`src/shared/lsm_pkg.sv`:
```
// Purpose: Shared constants and types for the configurable logic slice.
// Assumes: Avalon-MM slave, 32-bit data, byte addresses, word-aligned registers.
// Notes:   One slice of two four-input lookup tables with four operating modes.
// Operation
// Slice runs in exactly one of logic, ripple, RAM or ROM mode.
// Each four-input lookup holds a 16-entry truth table for any function.
// Logic mode gives two four-input functions or one five-input function.
// Ripple mode does 2-bit add, subtract, up count or down count.
// Ripple mode compares A and B: greater-equal, not-equal, less-equal.
// Fast carry configuration outputs carry generate and carry propagate; the slice drives them for add and subtract only, low for count and compare.
// RAM mode makes each lookup 16x1, the slice a 16x2 single-port RAM.
// Dual-port 16x2 RAM adds an independent read-only companion port.
// ROM mode is RAM without write port, loaded only at configuration.
// RAM writes on clock edge with write enable; reads are combinational.
`default_nettype none

package lsm_pkg;

   // ==========================================================
   // Register map
   localparam logic [3:0]  CTRL_OFS    = 4'h0;
   localparam logic [3:0]  LUT0_OFS    = 4'h4;
   localparam logic [3:0]  LUT1_OFS    = 4'h8;
   localparam logic [3:0]  STAT_OFS    = 4'hC;
   localparam int          MODE_LSB    = 0;
   localparam int          FIVE_BIT    = 2;
   localparam int          DUAL_BIT    = 3;
   localparam int          FCARRY_BIT  = 4;
   localparam int          ROP_LSB     = 8;
   localparam logic [15:0] CTRL_RST    = 16'h0000;
   localparam logic [15:0] LUT_RST     = 16'h0000;
   localparam logic [1:0]  CNT_RST     = 2'h0;

   // ==========================================================
   // Modes and ripple functions
   typedef enum logic [1:0] {
      LSM_LOGIC  = 2'h0,
      LSM_RIPPLE = 2'h1,
      LSM_RAM    = 2'h2,
      LSM_ROM    = 2'h3
   } lsm_mode_t;

   typedef enum logic [2:0] {
      ROP_ADD  = 3'h0,
      ROP_SUB  = 3'h1,
      ROP_UP   = 3'h2,
      ROP_DOWN = 3'h3,
      ROP_CMP  = 3'h4
   } lsm_rop_t;

   // ==========================================================
   // User-side carriers
   typedef struct packed {
      logic [3:0] a0;
      logic [3:0] a1;
      logic       in5;
      logic [1:0] op_a;
      logic [1:0] op_b;
      logic       cin;
      logic [3:0] addr;
      logic [1:0] wdata;
      logic       we;
      logic [3:0] dp_addr;
   } lsm_in_t;

   typedef struct packed {
      logic [1:0] cnt;
      logic [1:0] dp_rdata;
      logic       cprop;
      logic       cgen;
      logic       le;
      logic       ne;
      logic       ge;
      logic       cout;
      logic [1:0] f;
   } lsm_out_t;

endpackage : lsm_pkg

`default_nettype wire

```
`src/hw/lsm_slice.sv`:
```
// Purpose: Logic slice with logic, ripple, distributed RAM and ROM modes.
// Assumes: Registers over Avalon-MM; user inputs synchronous to core_clk.
// Notes:   Every bus access answers on its second cycle.
`timescale 1ns/1ns
`default_nettype none

module lsm_slice (
   input  wire logic              core_clk,
   input  wire logic              rst,
   input  wire logic [3:0]        address,
   input  wire logic              read,
   input  wire logic              write,
   input  wire logic [3:0]        byteenable,
   input  wire logic [31:0]       writedata,
   output logic      [31:0]       readdata,
   output logic                   waitrequest,
   input  wire lsm_pkg::lsm_in_t  usr_in,
   output lsm_pkg::lsm_out_t      usr_out
);
   import lsm_pkg::*;

   // ==========================================================
   // Helpers
   function automatic logic lut_bit(input logic [15:0] tbl,
                                    input logic [3:0] idx);
      lut_bit = tbl[idx];
   endfunction : lut_bit

   function automatic logic [15:0] be_merge(input logic [15:0] old,
                                            input logic [31:0] wd,
                                            input logic [3:0] be);
      be_merge = {be[1] ? wd[15:8] : old[15:8], be[0] ? wd[7:0] : old[7:0]};
   endfunction : be_merge

   // ==========================================================
   // Bus slave
   logic        ack_reg;
   logic        wr_fire;
   logic [15:0] ctrl_reg;
   logic [15:0] lut0_reg;
   logic [15:0] lut1_reg;
   logic [1:0]  cnt_reg;
   logic [1:0]  cnt_next;
   logic [31:0] rdata_next;
   lsm_out_t    out_c;

   assign waitrequest = (read | write) & ~ack_reg;
   assign wr_fire     = write & ack_reg;

   always_ff @(posedge core_clk) begin
      if (rst) begin
         ack_reg <= 1'b0;
      end else begin
         ack_reg <= (read | write) & ~ack_reg;
      end
   end

   // Unmapped offsets read as zero and ignore writes
   always_comb begin
      rdata_next = 32'h0000_0000;
      unique case (address)
         CTRL_OFS: rdata_next = {16'h0000, ctrl_reg};
         LUT0_OFS: rdata_next = {16'h0000, lut0_reg};
         LUT1_OFS: rdata_next = {16'h0000, lut1_reg};
         STAT_OFS: rdata_next = {20'h00000, out_c};
         default:  rdata_next = 32'h0000_0000;
      endcase
   end

   always_ff @(posedge core_clk) begin
      if (rst) begin
         readdata <= 32'h0000_0000;
      end else if (read & ~ack_reg) begin
         readdata <= rdata_next;
      end
   end

   always_ff @(posedge core_clk) begin
      if (rst) begin
         ctrl_reg <= CTRL_RST;
      end else if (wr_fire && address == CTRL_OFS) begin
         ctrl_reg <= be_merge(ctrl_reg, writedata, byteenable);
      end
   end

   // ==========================================================
   // Configuration decode
   lsm_mode_t mode;
   lsm_rop_t  rop;
   logic      five_en;
   logic      dual_en;
   logic      fc_en;
   logic      is_logic;
   logic      is_rip;
   logic      is_ram;
   logic      is_rom;
   logic      cfg_lut_wr;

   assign mode     = lsm_mode_t'(ctrl_reg[MODE_LSB +: 2]);
   assign rop      = lsm_rop_t'(ctrl_reg[ROP_LSB +: 3]);
   assign five_en  = ctrl_reg[FIVE_BIT];
   assign dual_en  = ctrl_reg[DUAL_BIT];
   assign fc_en    = ctrl_reg[FCARRY_BIT];
   assign is_logic = (mode == LSM_LOGIC);
   assign is_rip   = (mode == LSM_RIPPLE);
   assign is_ram   = (mode == LSM_RAM);
   assign is_rom   = (mode == LSM_ROM);
   assign cfg_lut_wr = wr_fire && (address == LUT0_OFS || address == LUT1_OFS);

   // ==========================================================
   // Lookup table storage
   // Configuration writes win over a user write in the same cycle, since
   // loading contents is the configuration step and must not be corrupted.
   always_ff @(posedge core_clk) begin
      if (rst) begin
         lut0_reg <= LUT_RST;
         lut1_reg <= LUT_RST;
      end else if (wr_fire && address == LUT0_OFS) begin
         lut0_reg <= be_merge(lut0_reg, writedata, byteenable);
      end else if (wr_fire && address == LUT1_OFS) begin
         lut1_reg <= be_merge(lut1_reg, writedata, byteenable);
      end else if (is_ram && usr_in.we) begin
         lut0_reg[usr_in.addr] <= usr_in.wdata[0];
         lut1_reg[usr_in.addr] <= usr_in.wdata[1];
      end
   end

   // ==========================================================
   // Ripple arithmetic
   logic [1:0] b_eff;
   logic [2:0] sum3;
   logic [2:0] gsum;
   logic       arith;

   assign arith = is_rip && (rop == ROP_ADD || rop == ROP_SUB);
   assign b_eff = (rop == ROP_SUB) ? ~usr_in.op_b : usr_in.op_b;
   // Subtract is A + ~B + cin: cin high means no borrow in
   assign sum3  = {1'b0, usr_in.op_a} + {1'b0, b_eff} + {2'b00, usr_in.cin};
   assign gsum  = {1'b0, usr_in.op_a} + {1'b0, b_eff};

   // Counter counts one step per cycle while cin is high
   always_comb begin
      cnt_next = cnt_reg;
      if (is_rip && usr_in.cin && rop == ROP_UP) begin
         cnt_next = cnt_reg + 2'h1;
      end else if (is_rip && usr_in.cin && rop == ROP_DOWN) begin
         cnt_next = cnt_reg - 2'h1;
      end
   end

   always_ff @(posedge core_clk) begin
      if (rst) begin
         cnt_reg <= CNT_RST;
      end else begin
         cnt_reg <= cnt_next;
      end
   end

   // ==========================================================
   // Output selection
   logic f5;

   assign f5 = usr_in.in5 ? lut_bit(lut1_reg, usr_in.a0)
                          : lut_bit(lut0_reg, usr_in.a0);

   always_comb begin
      out_c     = '0;
      out_c.cnt = cnt_reg;
      unique case (mode)
         LSM_LOGIC: begin
            if (five_en) begin
               out_c.f = {1'b0, f5};
            end else begin
               out_c.f = {lut_bit(lut1_reg, usr_in.a1),
                          lut_bit(lut0_reg, usr_in.a0)};
            end
         end
         LSM_RIPPLE: begin
            unique case (rop)
               ROP_ADD, ROP_SUB: begin
                  out_c.f    = sum3[1:0];
                  out_c.cout = sum3[2];
               end
               ROP_UP: begin
                  out_c.f    = cnt_reg;
                  out_c.cout = usr_in.cin & (cnt_reg == 2'h3);
               end
               ROP_DOWN: begin
                  out_c.f    = cnt_reg;
                  out_c.cout = usr_in.cin & (cnt_reg == 2'h0);
               end
               ROP_CMP: begin
                  out_c.ge = usr_in.op_a >= usr_in.op_b;
                  out_c.ne = usr_in.op_a != usr_in.op_b;
                  out_c.le = usr_in.op_a <= usr_in.op_b;
               end
               default: out_c.f = 2'h0;
            endcase
            // Group carry terms let a chain skip ripple through this slice
            if (fc_en && arith) begin
               out_c.cgen  = gsum[2];
               out_c.cprop = &(usr_in.op_a ^ b_eff);
            end
         end
         LSM_RAM, LSM_ROM: begin
            out_c.f = {lut_bit(lut1_reg, usr_in.addr),
                       lut_bit(lut0_reg, usr_in.addr)};
            if (is_ram && dual_en) begin
               out_c.dp_rdata = {lut_bit(lut1_reg, usr_in.dp_addr),
                                 lut_bit(lut0_reg, usr_in.dp_addr)};
            end
         end
      endcase
   end

   assign usr_out = out_c;

   // ==========================================================
   // Checks
   // Ripple flag and carry outputs stay low outside ripple mode, so no two modes act at once
   chk_mode_exclusive: assert property (@(posedge core_clk) disable iff (rst)
      !is_rip |-> {usr_out.cout, usr_out.ge, usr_out.ne, usr_out.le,
         usr_out.cgen, usr_out.cprop} == 6'h00)
      else $error("ripple outputs active outside ripple mode");

   chk_lut_four: assert property (@(posedge core_clk) disable iff (rst)
      is_logic && !five_en |->
         usr_out.f == {lut1_reg[usr_in.a1], lut0_reg[usr_in.a0]})
      else $error("four-input lookup output wrong");

   chk_lut_five: assert property (@(posedge core_clk) disable iff (rst)
      is_logic && five_en |-> usr_out.f[1] == 1'b0 &&
         usr_out.f[0] == (usr_in.in5 ? lut1_reg[usr_in.a0] : lut0_reg[usr_in.a0]))
      else $error("five-input lookup output wrong");

   chk_add_sum: assert property (@(posedge core_clk) disable iff (rst)
      is_rip && rop == ROP_ADD |->
         {usr_out.cout, usr_out.f} == usr_in.op_a + usr_in.op_b + usr_in.cin)
      else $error("ripple add result wrong");

   chk_down_count: assert property (@(posedge core_clk) disable iff (rst)
      is_rip && rop == ROP_DOWN && usr_in.cin |=>
         cnt_reg == $past(cnt_reg) - 2'h1)
      else $error("down counter did not step");

   chk_compare_out: assert property (@(posedge core_clk) disable iff (rst)
      is_rip && rop == ROP_CMP |-> usr_out.ge == (usr_in.op_a >= usr_in.op_b)
         && usr_out.le == (usr_in.op_a <= usr_in.op_b)
         && usr_out.ne == (usr_in.op_a != usr_in.op_b))
      else $error("compare flags wrong");

   chk_carry_gp: assert property (@(posedge core_clk) disable iff (rst)
      fc_en && arith |->
         usr_out.cout == (usr_out.cgen | (usr_out.cprop & usr_in.cin)))
      else $error("carry generate or propagate inconsistent");

   chk_ram_write: assert property (@(posedge core_clk) disable iff (rst)
      is_ram && usr_in.we && !cfg_lut_wr |=>
         {lut1_reg[$past(usr_in.addr)], lut0_reg[$past(usr_in.addr)]}
            == $past(usr_in.wdata))
      else $error("RAM write not stored");

   chk_dual_read: assert property (@(posedge core_clk) disable iff (rst)
      is_ram && dual_en |->
         usr_out.dp_rdata == {lut1_reg[usr_in.dp_addr], lut0_reg[usr_in.dp_addr]})
      else $error("companion read port wrong");

   chk_rom_hold: assert property (@(posedge core_clk) disable iff (rst)
      is_rom && !cfg_lut_wr |=> $stable(lut0_reg) && $stable(lut1_reg))
      else $error("ROM contents changed without configuration");

   chk_ram_read: assert property (@(posedge core_clk) disable iff (rst)
      is_ram |-> usr_out.f == {lut1_reg[usr_in.addr], lut0_reg[usr_in.addr]})
      else $error("RAM read not combinational");

   chk_sub_sum: assert property (@(posedge core_clk) disable iff (rst)
      is_rip && rop == ROP_SUB |-> {usr_out.cout, usr_out.f}
         == {1'b0, usr_in.op_a} + {1'b0, ~usr_in.op_b} + {2'b00, usr_in.cin})
      else $error("ripple subtract result wrong");

   chk_up_count: assert property (@(posedge core_clk) disable iff (rst)
      is_rip && rop == ROP_UP && usr_in.cin |=>
         cnt_reg == $past(cnt_reg) + 2'h1)
      else $error("up counter did not step");

   // The counter keeps its value across mode changes and idle cycles
   chk_count_idle: assert property (@(posedge core_clk) disable iff (rst)
      !(is_rip && usr_in.cin && (rop == ROP_UP || rop == ROP_DOWN)) |=>
         $stable(cnt_reg))
      else $error("counter moved without a count step");

   chk_dual_idle: assert property (@(posedge core_clk) disable iff (rst)
      !(is_ram && dual_en) |-> usr_out.dp_rdata == 2'h0)
      else $error("companion read port active outside dual-port RAM");

   chk_rom_read: assert property (@(posedge core_clk) disable iff (rst)
      is_rom |-> usr_out.f == {lut1_reg[usr_in.addr], lut0_reg[usr_in.addr]})
      else $error("ROM read wrong");

   chk_lut_load: assert property (@(posedge core_clk) disable iff (rst)
      wr_fire && address == LUT1_OFS && byteenable[1:0] == 2'h3 |=>
         lut1_reg == $past(writedata[15:0]))
      else $error("lookup contents not loaded");

   // Outside RAM mode only a configuration write may touch the tables
   chk_table_guard: assert property (@(posedge core_clk) disable iff (rst)
      !is_ram && !cfg_lut_wr |=> $stable(lut0_reg) && $stable(lut1_reg))
      else $error("lookup table changed outside RAM mode");

endmodule : lsm_slice

`default_nettype wire

```
`config.mk`:
```
export PLATFORM = sky130hd
export DESIGN_NAME = lsm_slice
export DESIGN_NICKNAME = d
export VERILOG_FILES = /design/src/shared/lsm_pkg.sv /design/src/hw/lsm_slice.sv
export SDC_FILE = /design/constraint.sdc
export NUM_CORES = 1
export LEC_CHECK = 0
export BUFFER_PORTS_ARGS = -buffer_cell sky130_fd_sc_hd__buf_2
export CAP_MARGIN = 15
export CORE_ASPECT_RATIO = 1.25
export CORE_MARGIN = 5
export CORE_UTILIZATION = 55
export CTS_CLUSTER_SIZE = 14
export DETAILED_ROUTE_END_ITERATION = 6
export GPL_TIMING_DRIVEN = 0
export PLACE_DENSITY = 0.9
export SKIP_CTS_REPAIR_TIMING = 1
export SLEW_MARGIN = 15
export SYNTH_ARGS = -nofsm -noshare
export SYNTH_HDL_FRONTEND = slang
export SYNTH_SLANG_ARGS = --single-unit
```
`constraint.sdc`:
```
create_clock -name core_clk -period 5.7 [get_ports core_clk]
set_input_delay 0.285 -clock core_clk [delete_from_list [all_inputs] [get_ports core_clk]]
set_output_delay 0.285 -clock core_clk [all_outputs]
set_load 0.02 [all_outputs]
```
==> PnR_summary.wiki <==
{| class="wikitable"
! Metric !! Value
|-
| Result of the run || completed
|-
| Post-route insts no fill || 794
|-
| Maximum buffer depth of the clock tree || 2
|-
| Global-route wire length before repair || 26500 um
|-
| Final setup slack of the worst path || 2.12 ns
|-
| Total die area || 10800 um^2
|-
| Worst skew pair latency || 0.36 ns
|-
| Final Cell Area || roughly 5700 um^2
|-
| Reg-to-reg slack, setup || about 2.6 ns
|-
| IR Drop Worst-Case VDD || 90.7 uV
|-
| Arrival time at the worst endpoint || 3.30 ns
|-
| Prevailing post-synth register cell || dfxtp_1
|-
| Layout cell share with drive strength beyond 1 || 22.4%
|-
| Synthesis Warnings || 0
|-
| Port Buffer Count || 72
|-
| Number of register bits inferred by synthesis || 67
|-
| Via count of the first global-routing pass || 5248
|-
| Power density of the placed cells || 202 nW/um^2
|-
| Core utilization of the finished layout || about two thirds
|-
| Number of violations of the max-capacitance limit || 0
|-
| Core Rows || 38
|-
| Weighted congestion reported at the end of routability-driven placement || 1.02
|-
| Data required time at the worst endpoint || 5.41 ns
|-
| Area Growth Syn to Fin || 17.1%
|-
| Synth cell types || 54
|-
| Number of synthesized flops with an enable pin || 0
|-
| Number of instances in the synthesized netlist || 571
|-
| Fill cell total of the finished layout || 731
|-
| Die height || 115 um
|-
| Count of final max-slew check failures || 0
|-
| Placement Setup Slack || 2.53 ns
|-
| Unrepaired setup endpoints after global routing || false
|-
| Clock-pin slew on the worst setup and hold paths || 0.08 ns
|-
| Max Fclk || between 200 and 300 MHz
|-
| Clock skew || 0.00552 ns
|-
| Core Footprint || 8650 um^2
|-
| Average detailed-routed wire length per instance || 21.8 um
|-
| First drt pass iteration count || 7
|-
| Setup TNS Final || 0 ns
|-
| Relative slew slack || 33.6%
|-
| Worst r2r dst || readdata[2]$_SDFFE_PP0P_
|-
| Static leakage || 2.44 nW
|-
| Initial cell density of the core || 56.1%
|-
| Path depth of the worst reg2reg path || 13
|-
| Type of element capturing the critical path || output pin
|-
| Overall overflow remaining after global route || 0
|-
| Instance count after placement with tap cells included || between 700 and 800
|-
| Total clock sinks || 67
|-
| Async set-or-reset flop fraction in the synthesized netlist || 0%
|-
| Final critical-path share of the clock period || 62.8%
|-
| Worst min-delay path category || in -> reg
|-
| Drt first-iter violations || slightly below 600
|-
| Number of remaining DRC errors || 0
|-
| Final hold viol count || 0
|-
| Diode insertion count for antenna repair || 0
|-
| HPWL after detailed placement || 12700 um
|-
| Antenna violations before repair || 0
|-
| CP Launch Point || ctrl_reg[9]$_SDFFE_PP0P_
|-
| Number of ports placed on the die boundary || 114
|-
| Worst setup path class || reg -> out
|-
| Number of antenna-violating nets in the routed design || 0
|-
| Min cycle time layout || 3.58 ns
|-
| Placed cell areas || ~5400 um^2
|-
| Post-synthesis area per instance || 8.50 um^2
|-
| Total number of vias || 5340
|-
| Pin count of the biggest net entering global routing || 13
|-
| Root Driver || clkbuf_8
|-
| End of the critical path || usr_out[1]
|-
| Total clock buffers created by CTS || 9
|-
| Post-synthesis instance area || 4860 um^2
|-
| Critical path startpoint category || register
|-
| Maximum fanout encountered on the critical timing path || 9
|-
| Overall Global Routing Usage || 31.8%
|-
| Leading cell types in the layout, fill and taps excluded || buf_2, nand2_1, dfxtp_1
|-
| Via density || around 6.7
|-
| Worst Hold Slack || 0.195 ns
|-
| Launch point of the worst reg-to-reg path || ctrl_reg[9]$_SDFFE_PP0P_
|-
| Final routed wirelength across all metal layers || 17300 um
|-
| H-tree depth || 3
|-
| Fraction of the yosys area taken by sequential cells || between 20% and 30%
|-
| Nets@finish || 745
|-
| Most common library cell in the layout ignoring fill and taps || buf_2
|-
| Clock tree from TritonCTS || done
|-
| Die Width || ~94 um
|-
| Number of setup violations in the final report || 0
|-
| Tot Pwr || between 1 and 1.5 mW
|-
| Transition time of the tightest slew-check pin || 0.988 ns
|}
-- area by class of cell --
type                    instances  area [um^2]  share of cell area (%)
multi-input cells             450         3230                    56.8
flip-flops and latches         67         1340                    23.6
repair buffers                 72          360                    6.34
plain buffers                  62          314                    5.52
well taps                     120          150                    2.64
clock inverters                 7          140                    2.46
clock buffers                   9          124                    2.18
inverters                       7         26.3                   0.462
-- kinds of logic (layout without fill, tap and decap cells) --
family / after synthesis / after routing / share of synthesized area (%)
and+or+nand+nor: 202 / 202 / 20.3
adders and majority gates: 7 / 7 / 1.96
other: 1 / 16 / 0.0772
AOI/OAI and AO/OA: 165 / 165 / 21.9
buffers and inverters: 69 / 157 / 7.01
xor gates and xnor gates: 6 / 6 / 1.08
muxes: 54 / 54 / 20.0
DFF: 67 / 67 / 27.6
-- worst max-delay path, stage by stage (launching register included) --
cell      delay, ns
dfxtp_1        0.31
clkbuf_1       0.37
nor2_1         0.12
and2_1         0.21
xnor2_1        0.24
inv_1          0.11
fa_1           0.52
inv_1          0.05
ha_1           0.29
mux2i_1        0.13
o22ai_1        0.10
a211o_1        0.32
buf_2          0.18
-- cell usage after synthesis (all sizes together) (2+ instances only) --
| cell type | number | area [um^2] |
|---|---|---|
| nand2 | 70 | 263 |
| dfxtp | 67 | 1340 |
| a21oi | 58 | 298 |
| nor2 | 42 | 158 |
| a211oi | 35 | 263 |
| buf | 32 | 201 |
| mux4 | 32 | 751 |
| clkbuf | 30 | 113 |
| o21ai | 27 | 135 |
| mux2i | 21 | 210 |
| or3 | 21 | 131 |
| nand3 | 20 | 100 |
| a22oi | 18 | 135 |
| nor3 | 16 | 80.1 |
| o21bai | 12 | 90.1 |
| nor2b | 8 | 50.1 |
| inv | 7 | 26.3 |
| ha | 6 | 75.1 |
| and2 | 4 | 25.0 |
| nand3b | 4 | 30.0 |
| xor2 | 4 | 35.0 |
| nand2b | 3 | 18.8 |
| a21o | 2 | 15.0 |
| a222oi | 2 | 20.0 |
| a31o | 2 | 17.5 |
| and4b | 2 | 20.0 |
| nand4 | 2 | 12.5 |
| nor3b | 2 | 15.0 |
| nor4b | 2 | 23.8 |
| nor4bb | 2 | 20.0 |
| or3b | 2 | 17.5 |
| xnor2 | 2 | 17.5 |
-- worst min-delay path by stage --
stage                                  start                  endpoint  slack, ns  cells after the start
floorplan                       writedata[0]  ctrl_reg[0]$_SDFFE_PP0P_       0.43                      2
global placement    readdata[3]$_SDFFE_PP0P_  readdata[3]$_SDFFE_PP0P_       0.44                      2
detailed placement  readdata[5]$_SDFFE_PP0P_  readdata[5]$_SDFFE_PP0P_       0.44                      2
CTS                             writedata[5]  ctrl_reg[5]$_SDFFE_PP0P_       0.19                      3
global route                    writedata[5]  ctrl_reg[5]$_SDFFE_PP0P_       0.20                      3
finish                          writedata[5]  ctrl_reg[5]$_SDFFE_PP0P_       0.19                      3
-- routing by layer --
layer | wire, um | global-route usage [%] | part of all wire (%) | up-vias
met3 | 1970 | 4.97 | 11 | 110
met1 | 6030 | 38.2 | 35 | 2507
li1 | - | - | - | 2302
met2 | 8090 | 51.4 | 47 | 421
met4 | 1180 | 22.9 | 6.8 | 0
met5 | 0 | 0 | 0 | -
-- power by group --
| group | switching [mW] | total [mW] | internal, mW | leakage [nW] |
|---|---|---|---|---|
| logic | 0.0919 | 0.142 | 0.0504 | 1.78 |
| registers | 0.00104 | 0.470 | 0.469 | 0.540 |
| clock network | 0.204 | 0.538 | 0.334 | 0.125 |
| total | 0.297 | 1.15 | 0.853 | 2.44 |
Power figures use the tool's default switching activity.
